`src/rtl/rac_regs.svh`:
```
// Register map, field positions, reset values and timing constants of restart and alarm control
`ifndef RAC_REGS_SVH
`define RAC_REGS_SVH

// ----------------------------------------
// Register byte offsets
// ----------------------------------------
`define RAC_OFF_CTRL 4'h0
`define RAC_OFF_STATUS 4'h4
`define RAC_OFF_IRQ_STAT 4'h8
`define RAC_OFF_IRQ_MASK 4'hc
`define RAC_ADDR_LSB 2
`define RAC_ADDR_MSB 3

// ----------------------------------------
// Control fields
// ----------------------------------------
`define RAC_CTRL_MODE_LSB 0
`define RAC_CTRL_MODE_MSB 2
`define RAC_CTRL_RSTDIS_BIT 3
`define RAC_CTRL_RESET 4'h8

// ----------------------------------------
// Status fields
// ----------------------------------------
`define RAC_ST_READY 0
`define RAC_ST_START_DIS 1
`define RAC_ST_RESTART_DIS 2
`define RAC_ST_SEL_FAULT 3
`define RAC_ST_BUSY 4
`define RAC_ST_PAIR_LSB 5
`define RAC_ST_PAIR_MSB 8

// ----------------------------------------
// Interrupt bits
// ----------------------------------------
`define RAC_IRQ_W 5
`define RAC_IRQ_VALID 0
`define RAC_IRQ_REJECT 1
`define RAC_IRQ_NEAR 2
`define RAC_IRQ_SEL 3
`define RAC_IRQ_ERROR 4
`define RAC_IRQ_RESET 5'h00

// ----------------------------------------
// Restart pulse window and field pair settings
// ----------------------------------------
`define RAC_CLK_KHZ 100000
`define RAC_RESTART_MIN_MS 120
`define RAC_RESTART_MAX_MS 3000
`define RAC_MAX_PAIRS 2
`define RAC_PAIR_DEFAULT 4'h1

`endif

```
`src/rtl/rac_pkg.sv`:
```
// Types shared by the restart and alarm control design
package rac_pkg;

  // Device condition inputs from the scanner core
  typedef struct packed {
    logic dev_error;
    logic warning;
    logic far_obj;
    logic near_obj;
  } rac_dev_in_t;

  // Configurable alarm output functions
  typedef enum logic [2:0] {
    RAC_AL_FAR = 3'h0,
    RAC_AL_WARN = 3'h1,
    RAC_AL_FAR_WARN = 3'h2,
    RAC_AL_NONE = 3'h3,
    RAC_AL_ERROR = 3'h4
  } rac_alarm_mode_t;

  // Restart pulse measurement states
  typedef enum logic [2:0] {
    RAC_RS_IDLE = 3'b001,
    RAC_RS_COUNT = 3'b010,
    RAC_RS_LONG = 3'b100
  } rac_rs_state_t;

endpackage

```
`src/rtl/rac_restart_timer.sv`:
```
// Restart input pulse width measurement
`timescale 1ns/1ns
`include "rac_regs.svh"

module rac_restart_timer
  import rac_pkg::*;
#(
  parameter int unsigned MIN_CYC = 1,
  parameter int unsigned MAX_CYC = 2
) (
  // Clock and reset
  input wire logic hclk,
  input wire logic hresetn,
  // Restart level and gate
  input wire logic arm,
  input wire logic pin,
  // Results
  output logic busy,
  output logic valid_q,
  output logic reject_q
);

  rac_rs_state_t state_q;
  logic [31:0] cnt_q;

  assign busy = pin & arm;

  // ----------------------------------------
  // Pulse measurement
  // ----------------------------------------
  // Losing readiness aborts a pulse without verdict so it can never release
  always_ff @(posedge hclk or negedge hresetn) begin
    if (!hresetn) begin
      state_q <= RAC_RS_IDLE;
      cnt_q <= 32'h0;
      valid_q <= 1'b0;
      reject_q <= 1'b0;
    end else begin
      valid_q <= 1'b0;
      reject_q <= 1'b0;
      unique case (state_q)
        RAC_RS_IDLE: begin
          cnt_q <= 32'h1;
          if (busy) begin
            state_q <= RAC_RS_COUNT;
          end
        end
        RAC_RS_COUNT: begin
          if (!arm) begin
            state_q <= RAC_RS_IDLE;
          end else if (!pin) begin
            state_q <= RAC_RS_IDLE;
            valid_q <= (cnt_q >= MIN_CYC);
            reject_q <= (cnt_q < MIN_CYC);
          end else if (cnt_q >= MAX_CYC) begin
            state_q <= RAC_RS_LONG;
          end else begin
            cnt_q <= cnt_q + 32'h1;
          end
        end
        RAC_RS_LONG: begin
          if (!arm || !pin) begin
            state_q <= RAC_RS_IDLE;
            reject_q <= arm;
          end
        end
        default: begin
          state_q <= RAC_RS_IDLE;
        end
      endcase
    end
  end

endmodule

```
`src/rtl/rac_top.sv`:
```
// Restart and alarm output control with AHB-Lite register slave
//
// What this block does
// - Device error forces every switching output low
// - Error alarm low on any warning or fault
// - Valid restart pulse clears restart-disable latch if near field clear
// - Valid restart pulse clears start-disable latch
// - Restart acted on only while ready
// - During restart: shutdown outputs off, LED3 red
// - Green LED only when near field clear
// - Ready needs supply and one select active
// - No select input means field pair one
// - Bad select combination: warning, shutdown outputs off
// - Over two pairs: fault on configurable alarm
// - Shutdown outputs high only with near field clear
`timescale 1ns/1ns
`include "rac_regs.svh"

module rac_top
  import rac_pkg::*;
#(
  parameter int unsigned RESTART_MIN_CYC = `RAC_RESTART_MIN_MS * `RAC_CLK_KHZ,
  parameter int unsigned RESTART_MAX_CYC = `RAC_RESTART_MAX_MS * `RAC_CLK_KHZ
) (
  // Clock and reset
  input wire logic hclk,
  input wire logic hresetn,
  // AHB-Lite slave
  input wire logic hsel,
  input wire logic [31:0] haddr,
  input wire logic [1:0] htrans,
  input wire logic hwrite,
  input wire logic [2:0] hsize,
  input wire logic [31:0] hwdata,
  input wire logic hready,
  output logic hreadyout,
  output logic hresp,
  output logic [31:0] hrdata,
  // Scanner core conditions and supply
  input wire rac_dev_in_t dev_in,
  input wire logic supply_ok,
  // Field pair selects and restart button
  input wire logic field_pair_sel_1,
  input wire logic field_pair_sel_2,
  input wire logic field_pair_sel_3,
  input wire logic field_pair_sel_4,
  input wire logic restart_pin,
  // Switching outputs and indicators
  output logic near_shutdown_out_a,
  output logic near_shutdown_out_b,
  output logic config_alarm_out,
  output logic error_alarm_out,
  output logic led3_red,
  output logic led_green,
  output logic [3:0] field_pair_active,
  // Interrupt
  output logic irq
);

  // ----------------------------------------
  // Decoding helpers
  // ----------------------------------------
  function automatic logic [2:0] sel_count(input logic [3:0] s);
    sel_count = {2'b00, s[0]} + {2'b00, s[1]} + {2'b00, s[2]} + {2'b00, s[3]};
  endfunction

  function automatic logic hit(input logic [3:0] a, input logic [3:0] off);
    hit = (a == off);
  endfunction

  // ----------------------------------------
  // Select decode and readiness
  // ----------------------------------------
  logic [3:0] sel;
  logic sel_fault;
  logic ready;
  assign sel = {field_pair_sel_4, field_pair_sel_3, field_pair_sel_2, field_pair_sel_1};
  assign sel_fault = sel_count(sel) > 3'(`RAC_MAX_PAIRS);
  assign ready = supply_ok && (sel != 4'h0);

  // ----------------------------------------
  // Restart pulse timer
  // ----------------------------------------
  logic rs_busy;
  logic rs_valid;
  logic rs_reject;

  rac_restart_timer #(
    .MIN_CYC(RESTART_MIN_CYC),
    .MAX_CYC(RESTART_MAX_CYC)
  ) u_timer (
    .hclk(hclk),
    .hresetn(hresetn),
    .arm(ready),
    .pin(restart_pin),
    .busy(rs_busy),
    .valid_q(rs_valid),
    .reject_q(rs_reject)
  );

  // ----------------------------------------
  // Register state
  // ----------------------------------------
  logic [3:0] ctrl_q;
  logic [`RAC_IRQ_W-1:0] irq_st_q;
  logic [`RAC_IRQ_W-1:0] irq_st_d;
  logic [`RAC_IRQ_W-1:0] irq_mask_q;
  logic start_dis_q;
  logic restart_dis_q;
  rac_alarm_mode_t mode;
  assign mode = rac_alarm_mode_t'(ctrl_q[`RAC_CTRL_MODE_MSB:`RAC_CTRL_MODE_LSB]);

  // ----------------------------------------
  // Disable latches
  // ----------------------------------------
  // Start-disable is re-armed whenever supply drops, as after a fresh start
  always_ff @(posedge hclk or negedge hresetn) begin
    if (!hresetn) begin
      start_dis_q <= 1'b1;
    end else if (!supply_ok) begin
      start_dis_q <= 1'b1;
    end else if (rs_valid) begin
      start_dis_q <= 1'b0;
    end
  end

  // A detection still present wins over the release in the same cycle
  always_ff @(posedge hclk or negedge hresetn) begin
    if (!hresetn) begin
      restart_dis_q <= 1'b0;
    end else if (!ctrl_q[`RAC_CTRL_RSTDIS_BIT]) begin
      restart_dis_q <= 1'b0;
    end else if (dev_in.near_obj) begin
      restart_dis_q <= 1'b1;
    end else if (rs_valid) begin
      restart_dis_q <= 1'b0;
    end
  end

  // ----------------------------------------
  // Switching outputs
  // ----------------------------------------
  logic near_d;
  logic cfg_ok;
  assign near_d = !dev_in.dev_error && ready && !sel_fault && !dev_in.near_obj
    && !start_dis_q && !restart_dis_q && !rs_busy;

  always_comb begin
    unique case (mode)
      RAC_AL_FAR: cfg_ok = !dev_in.far_obj;
      RAC_AL_WARN: cfg_ok = !dev_in.warning;
      RAC_AL_FAR_WARN: cfg_ok = !dev_in.far_obj && !dev_in.warning;
      RAC_AL_NONE: cfg_ok = 1'b1;
      RAC_AL_ERROR: cfg_ok = 1'b1;
      default: cfg_ok = 1'b1;
    endcase
  end

  always_ff @(posedge hclk or negedge hresetn) begin
    if (!hresetn) begin
      near_shutdown_out_a <= 1'b0;
      near_shutdown_out_b <= 1'b0;
      config_alarm_out <= 1'b0;
      error_alarm_out <= 1'b0;
    end else begin
      near_shutdown_out_a <= near_d;
      near_shutdown_out_b <= near_d;
      config_alarm_out <= cfg_ok && !sel_fault && !dev_in.dev_error;
      error_alarm_out <= !(dev_in.dev_error || dev_in.warning || sel_fault);
    end
  end

  // ----------------------------------------
  // Indicators and active pair
  // ----------------------------------------
  always_ff @(posedge hclk or negedge hresetn) begin
    if (!hresetn) begin
      led3_red <= 1'b0;
      led_green <= 1'b0;
      field_pair_active <= 4'h0;
    end else begin
      led3_red <= rs_busy;
      led_green <= near_d;
      field_pair_active <= (sel == 4'h0) ? `RAC_PAIR_DEFAULT : sel;
    end
  end

  // ----------------------------------------
  // AHB-Lite slave, zero wait states
  // ----------------------------------------
  logic ap_valid;
  logic dp_write_q;
  logic [3:0] dp_addr_q;
  logic [31:0] status_w;
  logic wr_irq_st;
  assign hreadyout = 1'b1;
  assign hresp = 1'b0;
  assign ap_valid = hsel && htrans[1] && hready;
  assign wr_irq_st = dp_write_q && hit(dp_addr_q, `RAC_OFF_IRQ_STAT);

  always_comb begin
    status_w = 32'h0;
    status_w[`RAC_ST_READY] = ready;
    status_w[`RAC_ST_START_DIS] = start_dis_q;
    status_w[`RAC_ST_RESTART_DIS] = restart_dis_q;
    status_w[`RAC_ST_SEL_FAULT] = sel_fault;
    status_w[`RAC_ST_BUSY] = rs_busy;
    status_w[`RAC_ST_PAIR_MSB:`RAC_ST_PAIR_LSB] = field_pair_active;
  end

  // Read data is captured in the address phase so it stands in the data phase
  always_ff @(posedge hclk or negedge hresetn) begin
    if (!hresetn) begin
      dp_write_q <= 1'b0;
      dp_addr_q <= 4'h0;
      hrdata <= 32'h0;
    end else begin
      dp_write_q <= ap_valid && hwrite;
      dp_addr_q <= {haddr[`RAC_ADDR_MSB:`RAC_ADDR_LSB], 2'b00};
      hrdata <= 32'h0;
      if (ap_valid && !hwrite) begin
        unique case (1'b1)
          hit({haddr[`RAC_ADDR_MSB:`RAC_ADDR_LSB], 2'b00}, `RAC_OFF_CTRL): hrdata <= {28'h0, ctrl_q};
          hit({haddr[`RAC_ADDR_MSB:`RAC_ADDR_LSB], 2'b00}, `RAC_OFF_STATUS): hrdata <= status_w;
          hit({haddr[`RAC_ADDR_MSB:`RAC_ADDR_LSB], 2'b00}, `RAC_OFF_IRQ_STAT): hrdata <= {27'h0, irq_st_q};
          hit({haddr[`RAC_ADDR_MSB:`RAC_ADDR_LSB], 2'b00}, `RAC_OFF_IRQ_MASK): hrdata <= {27'h0, irq_mask_q};
          default: hrdata <= 32'h0;
        endcase
      end
    end
  end

  always_ff @(posedge hclk or negedge hresetn) begin
    if (!hresetn) begin
      ctrl_q <= `RAC_CTRL_RESET;
    end else if (dp_write_q && hit(dp_addr_q, `RAC_OFF_CTRL)) begin
      ctrl_q <= hwdata[3:0];
    end
  end

  always_ff @(posedge hclk or negedge hresetn) begin
    if (!hresetn) begin
      irq_mask_q <= `RAC_IRQ_RESET;
    end else if (dp_write_q && hit(dp_addr_q, `RAC_OFF_IRQ_MASK)) begin
      irq_mask_q <= hwdata[`RAC_IRQ_W-1:0];
    end
  end

  // ----------------------------------------
  // Interrupt events, set wins over clear
  // ----------------------------------------
  logic near_obj_q;
  logic sel_fault_q;
  logic dev_error_q;
  logic [`RAC_IRQ_W-1:0] ev;

  always_ff @(posedge hclk or negedge hresetn) begin
    if (!hresetn) begin
      near_obj_q <= 1'b0;
      sel_fault_q <= 1'b0;
      dev_error_q <= 1'b0;
    end else begin
      near_obj_q <= dev_in.near_obj;
      sel_fault_q <= sel_fault;
      dev_error_q <= dev_in.dev_error;
    end
  end

  always_comb begin
    ev = '0;
    ev[`RAC_IRQ_VALID] = rs_valid;
    ev[`RAC_IRQ_REJECT] = rs_reject;
    ev[`RAC_IRQ_NEAR] = dev_in.near_obj && !near_obj_q;
    ev[`RAC_IRQ_SEL] = sel_fault && !sel_fault_q;
    ev[`RAC_IRQ_ERROR] = dev_in.dev_error && !dev_error_q;
    irq_st_d = irq_st_q;
    if (wr_irq_st) begin
      irq_st_d = irq_st_q & ~hwdata[`RAC_IRQ_W-1:0];
    end
    irq_st_d = irq_st_d | ev;
  end

  always_ff @(posedge hclk or negedge hresetn) begin
    if (!hresetn) begin
      irq_st_q <= `RAC_IRQ_RESET;
    end else begin
      irq_st_q <= irq_st_d;
    end
  end

  assign irq = |(irq_st_q & irq_mask_q);
endmodule

```
`config.mk`:
```
export PLATFORM = sky130hd
export DESIGN_NAME = rac_top
export DESIGN_NICKNAME = d
export VERILOG_FILES = /design/src/rtl/rac_pkg.sv /design/src/rtl/rac_restart_timer.sv /design/src/rtl/rac_top.sv
export VERILOG_INCLUDE_DIRS = /design/src /design/src/rtl
export SDC_FILE = /design/constraint.sdc
export NUM_CORES = 1
export LEC_CHECK = 0
export BUFFER_PORTS_ARGS = -buffer_cell sky130_fd_sc_hd__buf_2
export CORE_UTILIZATION = 52
export CTS_CLUSTER_SIZE = 12
export DETAILED_ROUTE_END_ITERATION = 8
export PLACE_DENSITY_LB_ADDON = 0.12
export SYNTH_ARGS = -nofsm -noshare
export SYNTH_HDL_FRONTEND = slang
export SYNTH_SLANG_ARGS = --single-unit
export TNS_END_PERCENT = 50
```
`constraint.sdc`:
```
create_clock -name hclk -period 2.7 [get_ports hclk]
set_clock_uncertainty 0.2 [all_clocks]
set_input_delay 0.27 -clock hclk [delete_from_list [all_inputs] [get_ports hclk]]
set_output_delay 0.27 -clock hclk [all_outputs]
set_load 0.02 [all_outputs]
```
==> run_results.csv <==
group,metric,value,unit
power,seq_power_share,0.517,
status,status,"finished, final reports clean",
cells_and_area,nets,559,
flow_run,cap_violations,0,
clocking,cts_root_buf,"clkbuf_8",
global_routing,grt_pass1_vias,3337,
setup_path,worstPathMaxFanout,19,
power,power,2.387,mW
timing,period_needed,2.624,ns
drt,wl,9586,um
global_routing,antenna_found_initial,0,
setup_path,r2r_setup_slack,0.11,ns
power,pwr_density_cell,503.7,mW/mm2
timing,fmax,381.2,MHz
place,gp_congestion,0.8372,
cells_and_area,multiInputGateArea,0.001943,mm2
die,design.die.area,0.008271,mm2
global_routing,grt_pass1_wl,15820,um
synthesis,syn_inst,413,
synthesis,syn_avg_cell_area,9.961,um2
drt,drt_iter0_markers,157,
synthesis,synth_area,0.004114,mm2
power,p_leak,2.127,nW
timing,setup_viol_count_final,0,
setup_path,crit_arrival,2.68,ns
timing,worst_pin_slew,0.9319,ns
synthesis,ys_async_sr_fraction,1.000,
clocking,tritoncts,"done",
cells_and_area,layout_commonest_cell,"dfrtp_1",
die,die_w,90.95,um
cells_and_area,layout_common_cells,"73 x dfrtp_1, 40 x buf_2, 33 x nand2_1",
worst_hold_path,hp-class,"input port to flip-flop",
synthesis,seq_area_frac_synth,0.4632,
clocking,clockBufferDepth,2,
setup_path,startpoint_type,"input port",
place,portBuffers,42,
place,placed_cell_area,0.004370,mm2
cells_and_area,syn2layout_area_growth,15.21,%
clocking,clock_latency,0.35,ns
drt,avgViaCountPerCell,5.972,
synthesis,synth.distinct_cells,58,
setup_path,cp.required,2.75,ns
power,clock_power_share,0.354,
power,swShare,0.2690,
power,vdd_ir_drop_max,0.0002893,V
global_routing,track_usage,0.2440,
global_routing,grt_max_degree,77,
die,rows,32,
die,die_y,90.95,um
power,switching_power,0.6423,mW
drt,drtAntennaViolNets,0,
cells_and_area,regArea,0.001906,mm2
die,core_area,0.007687,mm2
clocking,cts.sinks,76,
setup_path,setup.worst_path.end_class,"flip-flop",
timing,fin_crit_sh,0.9717,
synthesis,synth_edf_count,0,
drt,drtPass1Iterations,5,
timing,finalMaxSlewViolations,0,
synthesis,yosys_warnings,0,
drt,wire_per_inst,16.70,um
power,p_comb_frac,0.129,
drt,vias,3428,
synthesis,ys_dominant_reg_cell,"dfrtp_1",
cells_and_area,fillCellCount,664,
power,intPower,1.745,mW
place,dp.final_hpwl,6344,um
cells_and_area,drive_gt1_frac,0.2034,
timing,slew_headroom,0.3787,
global_routing,grt_overflow,0,
clocking,cts_max_level,3,
clocking,cts.clk_slew.worst_paths,0.08,ns
clocking,cts_setup_buffers,0,
cells_and_area,num_antenna_cells,0,
synthesis,synth_seq_cells,76,
clocking,cts_buffers,9,
die,num_io_pins,129,
cells_and_area,final_area,0.004740,mm2
setup_path,crit_type,"input port to flip-flop",
drt,drc_errors,0,
timing,finalHoldViolCount,0,
cells_and_area,fin_util,0.6165,
die,start_util,0.5352,
## through the flow
| step | hold slack (ns) | worst slack, ns | TNS, ns | cells |
|---|---|---|---|---|
| 6_report | 0.01690 | 0.07636 | 0 | 574 |
| 5_1_grt | 0.01488 | -0.02074 | -0.03442 | 574 |
| 4_1_cts | 0.007599 | 0.02096 | 0 | 575 |
| 3_5_place_dp | 0.2067 | 0.1598 | 0 | 543 |
| 3_3_place_gp | 0.2043 | 0.1776 | 0 | 543 |
| 2_1_floorplan | -0.2256 | 0.3502 | 0 | 436 |
## worst paths after layout
kind                                                from                              to  cells past startpoint
min                                                 hsel            dp_write_q$_DFF_PN0_                      2
max reg2reg                u_timer.cnt_q[26]$_DFFE_PN0P_   u_timer.cnt_q[24]$_DFFE_PN0P_                      6
min in group asynchronous                        hresetn  field_pair_active[1]$_DFF_PN0_                      2
max in group asynchronous                        hresetn    u_timer.cnt_q[3]$_DFFE_PN0P_                      2
min reg2reg                         near_obj_q$_DFF_PN0_           irq_st_q[2]$_DFF_PN0_                      1
max                                     field_pair_sel_1    u_timer.cnt_q[7]$_DFFE_PN0P_                     11
## power groups by stage
stage	registers [mW]	logic (mW)	clock network [mW]
after floorplan	1.26	0.198	0
after global routing	1.24	0.339	0.923
after global placement	1.25	0.275	0
after detailed placement	1.26	0.281	0
after CTS	1.23	0.302	0.873
final	1.23	0.309	0.845
## final cells by class
cell class | count | share of cell area
tap | 102 | 0.02693
clock inverter | 6 | 0.01346
clock buffer | 9 | 0.02614
multi-input combinational | 293 | 0.4100
inverter | 14 | 0.01109
timing repair buffer | 74 | 0.1103
sequential | 76 | 0.4021
## cell families after synthesis
| group | after synthesis | share of synthesized area |
|---|---|---|
| and+or+nand+nor | 144 | 0.1907 |
| AOI/OAI and AO/OA | 103 | 0.1861 |
| DFF | 76 | 0.4632 |
| buffers and inverters | 67 | 0.08942 |
| muxes | 13 | 0.04349 |
| adders and majority gates | 7 | 0.02311 |
| other | 2 | 0.001825 |
| xor gates and xnor gates | 1 | 0.002129 |
## what timing repair did
| action | 4_1_cts | 5_1_grt |
|---|---|---|
| hold endpoints to repair | 94 | 0 |
| hold buffers | 17 | 0 |
| endpoints found under the setup margin | 0 | 1 |
| gates resized for setup | 0 | 4 |
## cells in the mapped netlist (7+ instances only)
master	instances	area share
nor2_1	17	0.016
buf_4	29	0.053
dfrtp_1	73	0.44
nor3_1	7	0.0085
nand2_1	33	0.030
o31ai_1	21	0.038
inv_1	13	0.012
nand4_1	13	0.020
and3_1	7	0.011
nand3_1	19	0.023
mux2_2	9	0.025
nor2b_1	10	0.015
o21ai_0	10	0.012
a21oi_1	11	0.013
a31oi_1	7	0.011
a41oi_1	8	0.017
clkbuf_1	18	0.016
o41ai_1	18	0.038
## sequential cells by signal (all words and copies together), names as in the netlist
| register | count |
|---|---|
| start_dis_q | 1 |
| hrdata | 9 |
| led_green | 1 |
| u_timer.reject_q | 1 |
| u_timer.valid_q | 1 |
| led3_red | 1 |
| sel_fault_q | 1 |
| irq_st_q | 5 |
| error_alarm_out | 1 |
| config_alarm_out | 1 |
| restart_dis_q | 1 |
| dp_write_q | 1 |
| near_obj_q | 1 |
| field_pair_active | 4 |
| u_timer.cnt_q | 32 |
| ctrl_q | 4 |
| irq_mask_q | 5 |
| dev_error_q | 1 |
| dp_addr_q | 2 |
| u_timer.state_q | 3 |
## layer usage
layer  track usage  up-vias  wire (um)
met2        0.4160      122       4659
met5             0        -          0
met1        0.2923     1667       4113
li1              -     1613          -
met4        0.1032        0        298
met3       0.06365       26        515
## worst max-delay path: stages
cell and delay (ns):
buf_2 0.12, dlygate4sd3_1 0.55, inv_1 0.09, ha_1 0.15, or3b_2 0.50, nand3_1 0.14, clkinv_1 0.09, nor2_1 0.16
buf_4 0.29, a2111oi_0 0.10, o21ai_0 0.21
(Power assumes the default switching activity.)
